[src/logic/sic_defs.svh]
// constants of the slot id and secondary clock control register bank
`ifndef SIC_DEFS_SVH
`define SIC_DEFS_SVH

`define SIC_ADDR_W 8
`define SIC_DATA_W 32

// register byte offsets
`define SIC_OFF_SLOT_ID 8'ha0
`define SIC_OFF_CLK_CTRL 8'ha4

// slot identification dword
`define SIC_CAP_CODE 8'h04
`define SIC_NEXT_LINK 8'hb0
`define SIC_SLOT_NUM_LSB 16
`define SIC_SLOT_NUM_MSB 20
`define SIC_FIRST_BIT 21
`define SIC_CHASSIS_LSB 24
`define SIC_CHASSIS_MSB 31
`define SIC_SLOT_NUM_RST 5'h00
`define SIC_CHASSIS_RST 8'h00

// link value for the preceding capability once slot id joins the chain
`define SIC_CHAIN_LINK 8'ha0

// clock control dword
`define SIC_NUM_CLKS 4
`define SIC_GATE_CODE_RST 2'h0
`define SIC_GATE_OFF 2'h3
`define SIC_STOP_BIT 13
`define SIC_CLKRUN_EN_BIT 14
`define SIC_CLKRUN_MODE_BIT 15
`define SIC_MODE_RST 1'h0

// power state code meaning D3
`define SIC_PWR_D3 2'h3

`endif

[src/logic/sic_pkg.sv]
// types of the slot id and secondary clock control register bank
`include "sic_defs.svh"
package sic_pkg;

  typedef struct packed {
    logic [`SIC_ADDR_W-1:0] addr;
    logic [`SIC_DATA_W-1:0] wdata;
    logic wr;
    logic rd;
  } sic_bus_req_s;

  typedef struct packed {
    logic [4:0] slot_number;
    logic first_in_chassis;
    logic [7:0] chassis_number;
  } sic_slot_info_s;

  typedef enum logic [1:0] {
    SIC_STRAP_FILL1,
    SIC_STRAP_FILL2,
    SIC_STRAP_SAMPLE,
    SIC_STRAP_DONE
  } sic_strap_e;

endpackage

[src/logic/sic_clk_gate.sv]
// one gated secondary clock output
`timescale 1ns/10ps
`default_nettype none
`include "sic_defs.svh"
module sic_clk_gate
  import sic_pkg::*;
(
  // clock and reset
  input wire logic ref_clk_in,
  input wire logic nrst_in,
  // control
  input wire logic [1:0] gate_code_in,
  input wire logic stop_in,
  // gated clock
  output logic clk_out,
  output logic running_out
);

  logic run;

  assign run = (gate_code_in != `SIC_GATE_OFF) && !stop_in;
  assign running_out = run;

  // half-rate toggle; held low while gated off
  always_ff @(posedge ref_clk_in or negedge nrst_in) begin
    if (!nrst_in) begin
      clk_out <= 1'b0;
    end else if (run) begin
      clk_out <= ~clk_out;
    end else begin
      clk_out <= 1'b0;
    end
  end

endmodule // sic_clk_gate
`default_nettype wire

[src/logic/sic_regs.sv]
// slot id capability and secondary clock control register bank
//
// Strobed register access was left to the implementer.
`timescale 1ns/10ps
`default_nettype none
`include "sic_defs.svh"
module sic_regs
  import sic_pkg::*;
(
  // clock and reset
  input wire logic ref_clk_in,
  input wire logic nrst_in,
  // register port
  input wire sic_bus_req_s bus_in,
  output logic [`SIC_DATA_W-1:0] rdata_out,
  // strap pins, request inputs 3 and 2, active low
  input wire logic [1:0] req_strap_n_in,
  // capability enable from serial memory load
  input wire logic slot_cap_enable_in,
  // bridge state
  input wire logic [1:0] power_state_in,
  input wire logic sec_bus_idle_in,
  input wire logic pri_req_pending_in,
  // secondary clocks
  output logic sec_clock_out_zero,
  output logic sec_clock_out_one,
  output logic sec_clock_out_two,
  output logic sec_clock_out_three,
  // status and configuration
  output logic sec_clk_stopped_out,
  output logic clk_pm_enabled_out,
  output logic [7:0] prev_cap_link_out,
  output sic_slot_info_s slot_info_out
);

  // strap synchroniser
  logic [1:0] strap_meta_reg;
  logic [1:0] strap_sync_reg;
  sic_strap_e strap_state_reg;
  logic cpm_enabled_reg;

  // slot id fields
  logic [4:0] slot_number_reg;
  logic first_in_chassis_reg;
  logic [7:0] chassis_number_reg;

  // clock control fields
  logic [1:0] gate_code_reg [`SIC_NUM_CLKS];
  logic clkrun_en_reg;
  logic clkrun_mode_reg;
  logic stopped_reg;
  logic stop_next;

  logic [`SIC_DATA_W-1:0] rdata_reg;
  logic [`SIC_DATA_W-1:0] read_mux;
  logic wr_slot;
  logic wr_ctrl;
  logic [`SIC_NUM_CLKS-1:0] clk_vec;

  assign wr_slot = bus_in.wr && (bus_in.addr == `SIC_OFF_SLOT_ID);
  assign wr_ctrl = bus_in.wr && (bus_in.addr == `SIC_OFF_CLK_CTRL);

  // strap pins come from outside: two flops before use
  always_ff @(posedge ref_clk_in or negedge nrst_in) begin
    if (!nrst_in) begin
      strap_meta_reg <= 2'h3;
      strap_sync_reg <= 2'h3;
    end else begin
      strap_meta_reg <= req_strap_n_in;
      strap_sync_reg <= strap_meta_reg;
    end
  end

  // strap caught once the synchroniser holds post-release pin levels
  always_ff @(posedge ref_clk_in or negedge nrst_in) begin
    if (!nrst_in) begin
      strap_state_reg <= SIC_STRAP_FILL1;
    end else begin
      unique case (strap_state_reg)
        SIC_STRAP_FILL1: strap_state_reg <= SIC_STRAP_FILL2;
        SIC_STRAP_FILL2: strap_state_reg <= SIC_STRAP_SAMPLE;
        SIC_STRAP_SAMPLE: strap_state_reg <= SIC_STRAP_DONE;
        SIC_STRAP_DONE: strap_state_reg <= SIC_STRAP_DONE;
      endcase
    end
  end

  always_ff @(posedge ref_clk_in or negedge nrst_in) begin
    if (!nrst_in) begin
      cpm_enabled_reg <= 1'b0;
    end else if (strap_state_reg == SIC_STRAP_SAMPLE) begin
      cpm_enabled_reg <= (strap_sync_reg == 2'h0);
    end
  end

  // slot identification writable fields
  always_ff @(posedge ref_clk_in or negedge nrst_in) begin
    if (!nrst_in) begin
      slot_number_reg <= `SIC_SLOT_NUM_RST;
      first_in_chassis_reg <= 1'b0;
      chassis_number_reg <= `SIC_CHASSIS_RST;
    end else if (wr_slot) begin
      slot_number_reg <= bus_in.wdata[`SIC_SLOT_NUM_MSB:`SIC_SLOT_NUM_LSB];
      first_in_chassis_reg <= bus_in.wdata[`SIC_FIRST_BIT];
      chassis_number_reg <= bus_in.wdata[`SIC_CHASSIS_MSB:`SIC_CHASSIS_LSB];
    end
  end

  // per-output gate codes
  always_ff @(posedge ref_clk_in or negedge nrst_in) begin
    if (!nrst_in) begin
      for (int i = 0; i < `SIC_NUM_CLKS; i++) begin
        gate_code_reg[i] <= `SIC_GATE_CODE_RST;
      end
    end else if (wr_ctrl) begin
      for (int i = 0; i < `SIC_NUM_CLKS; i++) begin
        gate_code_reg[i] <= bus_in.wdata[2*i +: 2];
      end
    end
  end

  // clock-run protocol enable: default 1 once the feature is strapped on
  always_ff @(posedge ref_clk_in or negedge nrst_in) begin
    if (!nrst_in) begin
      clkrun_en_reg <= 1'b0;
    end else if (strap_state_reg == SIC_STRAP_SAMPLE) begin
      clkrun_en_reg <= (strap_sync_reg == 2'h0);
    end else if (!cpm_enabled_reg) begin
      clkrun_en_reg <= 1'b0;
    end else if (wr_ctrl) begin
      clkrun_en_reg <= bus_in.wdata[`SIC_CLKRUN_EN_BIT];
    end
  end

  // clock-run mode
  always_ff @(posedge ref_clk_in or negedge nrst_in) begin
    if (!nrst_in) begin
      clkrun_mode_reg <= `SIC_MODE_RST;
    end else if (wr_ctrl && cpm_enabled_reg) begin
      clkrun_mode_reg <= bus_in.wdata[`SIC_CLKRUN_MODE_BIT];
    end
  end

  // stop decision
  always_comb begin
    stop_next = 1'b0;
    if (cpm_enabled_reg && clkrun_en_reg) begin
      if (!clkrun_mode_reg) begin
        stop_next = (power_state_in == `SIC_PWR_D3);
      end else begin
        stop_next = sec_bus_idle_in && !pri_req_pending_in;
      end
    end
  end

  // the gates read this same flop, so the clock outputs follow the status one cycle later
  always_ff @(posedge ref_clk_in or negedge nrst_in) begin
    if (!nrst_in) begin
      stopped_reg <= 1'b0;
    end else begin
      stopped_reg <= stop_next;
    end
  end

  // clock zero feeds internal secondary logic; software keeps it on
  for (genvar g = 0; g < `SIC_NUM_CLKS; g++) begin : g_gate
    sic_clk_gate u_gate (
      .ref_clk_in(ref_clk_in),
      .nrst_in(nrst_in),
      .gate_code_in(gate_code_reg[g]),
      .stop_in(stopped_reg),
      .clk_out(clk_vec[g]),
      .running_out()
    );
  end

  assign sec_clock_out_zero = clk_vec[0];
  assign sec_clock_out_one = clk_vec[1];
  assign sec_clock_out_two = clk_vec[2];
  assign sec_clock_out_three = clk_vec[3];

  // read decode; unmapped offsets read zero
  always_comb begin
    read_mux = '0;
    unique case (bus_in.addr)
      `SIC_OFF_SLOT_ID: begin
        read_mux[7:0] = `SIC_CAP_CODE;
        read_mux[15:8] = `SIC_NEXT_LINK;
        read_mux[`SIC_SLOT_NUM_MSB:`SIC_SLOT_NUM_LSB] = slot_number_reg;
        read_mux[`SIC_FIRST_BIT] = first_in_chassis_reg;
        read_mux[`SIC_CHASSIS_MSB:`SIC_CHASSIS_LSB] = chassis_number_reg;
      end
      `SIC_OFF_CLK_CTRL: begin
        for (int i = 0; i < `SIC_NUM_CLKS; i++) begin
          read_mux[2*i +: 2] = gate_code_reg[i];
        end
        read_mux[`SIC_STOP_BIT] = stopped_reg;
        read_mux[`SIC_CLKRUN_EN_BIT] = clkrun_en_reg && cpm_enabled_reg;
        read_mux[`SIC_CLKRUN_MODE_BIT] = clkrun_mode_reg;
      end
      default: read_mux = '0;
    endcase
  end

  always_ff @(posedge ref_clk_in or negedge nrst_in) begin
    if (!nrst_in) begin
      rdata_reg <= '0;
    end else if (bus_in.rd) begin
      rdata_reg <= read_mux;
    end else begin
      rdata_reg <= '0;
    end
  end

  assign rdata_out = rdata_reg;
  assign sec_clk_stopped_out = stopped_reg;
  assign clk_pm_enabled_out = cpm_enabled_reg;
  assign prev_cap_link_out = slot_cap_enable_in ? `SIC_CHAIN_LINK : `SIC_NEXT_LINK;
  assign slot_info_out.slot_number = slot_number_reg;
  assign slot_info_out.first_in_chassis = first_in_chassis_reg;
  assign slot_info_out.chassis_number = chassis_number_reg;

endmodule // sic_regs
`default_nettype wire

[config.mk]
export PLATFORM = sky130hd
export DESIGN_NAME = sic_regs
export DESIGN_NICKNAME = d
export VERILOG_FILES = /design/src/logic/sic_pkg.sv /design/src/logic/sic_clk_gate.sv /design/src/logic/sic_regs.sv
export VERILOG_INCLUDE_DIRS = /design/src /design/src/logic
export SDC_FILE = /design/constraint.sdc
export NUM_CORES = 1
export LEC_CHECK = 0
export BUFFER_PORTS_ARGS = -buffer_cell sky130_fd_sc_hd__buf_2
export CORE_ASPECT_RATIO = 0.75
export CORE_UTILIZATION = 26
export DETAILED_ROUTE_END_ITERATION = 16
export GPL_ROUTABILITY_DRIVEN = 1
export PLACE_DENSITY = 0.56
export SYNTH_ARGS = -nofsm -noshare
export SYNTH_HDL_FRONTEND = slang
export SYNTH_HIERARCHICAL = 1
export SYNTH_SLANG_ARGS = --single-unit
[constraint.sdc]
create_clock -name ref_clk_in -period 2.8 [get_ports ref_clk_in]
set_input_delay 0.28 -clock ref_clk_in [delete_from_list [all_inputs] [get_ports ref_clk_in]]
set_output_delay 0.28 -clock ref_clk_in [all_outputs]
set_load 0.05 [all_outputs]
==> run metrics <==
Synth warnings=6; # rows=29; largest net degree at the start of global routing=63; drt wl/cell=12.6 um; routed vias=1463; cts repair resizes=0; met1 GRT Util=0.140; max reg flops=26; worst path required time=2.52 ns; Clock Sinks=62; vias in the first global route=1537; gr ovfl total=0; Max Freq=688 MHz; HP Class=primary input to register; CP Buf/Inv Count=1; Slew @ Worst Pin=0.770 ns; Initial DRT Pass Iterations=11; gate count of the mapped netlist=161; sequential cell area=1560 um^2; DRC=6; Slew HR=0.487; worst hold slack=0.0589 ns; Worst Setup Start Kind=register; 1st-iter DRT viols=22; period utilization=0.519; Worst setup EP type=output port; Bufs on Longest Clock Path=2; crit path time final=1.45 ns; PwrDens=718 nW/um^2; hpwl dp=3.29 mm; peak fanout along the critical path=6; RSZ-0062 raised after global routing=no; WL final=4.68 mm; top-level I/O count=111; share of layout cells above drive strength 1=0.546; die height=84.4 um; Final Hold Fails=0; final setup fails=0; Starting Density=0.274; outcome=finished with violations; Register-to-Register Path Depth=3; first-pass GRT wire length=7.78 mm; initial antenna violation count=0; max cap viols=0; cell family with most CP delay=flip-flops; Clock Skew=0.00523 ns; H-tree Lvls=3; CTS Buf Count=9; final setup TNS=0 ns; met3 Resource Use GR=0.0520; leakage power=1.75 nW; Antenna Cells=0; insertion delay to the later sink of the worst-skew pair=0.32 ns; hold buffer count at cts=0; Synth-to-Final Area Change=34.9%; final net count=308; Peak VDD IR=227 uV; Core Area=8600 um^2; synthesized area per cell=14.6 um^2; critical path class=register to output port; # fillers=843; Port Buffers=89; Netlist Area Pre-Place=2350 um^2; GRT Total Usage=0.111; slowest CP cell=dfrtp_1; Max Slew Vio Count=0; total setup buffers inserted after CTS=0; CTS tree=built; DR vias/cell=3.95; met2 Resource Use GR=0.163; CP Cell Sequence=buf_2; die area=9440 um^2; cell depth of the worst min-delay path=1; failing checks=design-rule violations; Detail Route Antenna Nets=0; GR peak layer=met2; Crit path largest cell delay=0.52 ns; Worst EP arrival=1.17 ns; root buffer cell=clkbuf_16; Clock transition at path regs=0.05 ns; Die W=112 um; Crit. path cell count=1; Placer Congestion=0.657; multi-input logic area=687 um^2
## layout by cell type, fill, tap and decap left out, types with 2 or more instances in the layout
cell type  count
buf_2         89
dfrtp_1       58
mux2_2        23
and2_1        21
conb_1        13
clkbuf_16      9
inv_1          7
nand2_1        5
a211oi_2       4
dfstp_2        4
a211oi_1       3
o21ai_0        3
nor2_1         2
and3_1         2
nand4_2        2
clkinv_2       2
bufinv_16      2
## through the flow
step | std cells | power, mW | util | cell area [um^2] | setup slack [ns]
detailed placement | 354 | 1.13 | 0.332 | 2860 | 0.981
global route | 370 | 2.39 | 0.369 | 3170 | 1.27
finish | 370 | 2.28 | 0.369 | 3170 | 1.35
floorplan | 172 | 1.08 | - | 2390 | 1.40
CTS | 370 | 2.32 | 0.369 | 3170 | 1.32
global placement | 354 | 1.13 | 0.332 | 2860 | 1.00
## final timing paths
check	to	slack, ns	startpoint
min reg2reg	strap_sync_reg[0]	0.36	strap_meta_reg[0]
min	strap_meta_reg[1]	0.06	req_strap_n_in[1]
max in group asynchronous	rdata_out[25]	2.17	nrst_in
max	sec_clk_stopped_out	1.35	sec_clk_stopped_out
max reg2reg	clkrun_en_reg	1.70	strap_state_reg[1]
min in group asynchronous	rdata_out[0]	0.13	nrst_in
## per-layer routing
layer / part of all wire / up-vias
met4: 0.0092 / 0
met5: 0 / -
met1: 0.45 / 695
met3: 0.076 / 5
li1: - / 704
met2: 0.47 / 59
## layout make-up
class | instances | share of cell area
clock inverter | 6 | 0.0272
clock buffer | 10 | 0.0722
multi-input combinational | 87 | 0.216
tap | 108 | 0.0426
inverter | 7 | 0.00828
timing repair buffer | 90 | 0.143
sequential | 62 | 0.491
## power by group
| group | switching, mW | internal [mW] |
|---|---|---|
| Clock | 0.387 | 0.777 |
| Sequential | 0.0141 | 0.921 |
| Combinational | 0.131 | 0.0479 |
| Total | 0.532 | 1.75 |
Power figures use the tool's default switching activity.
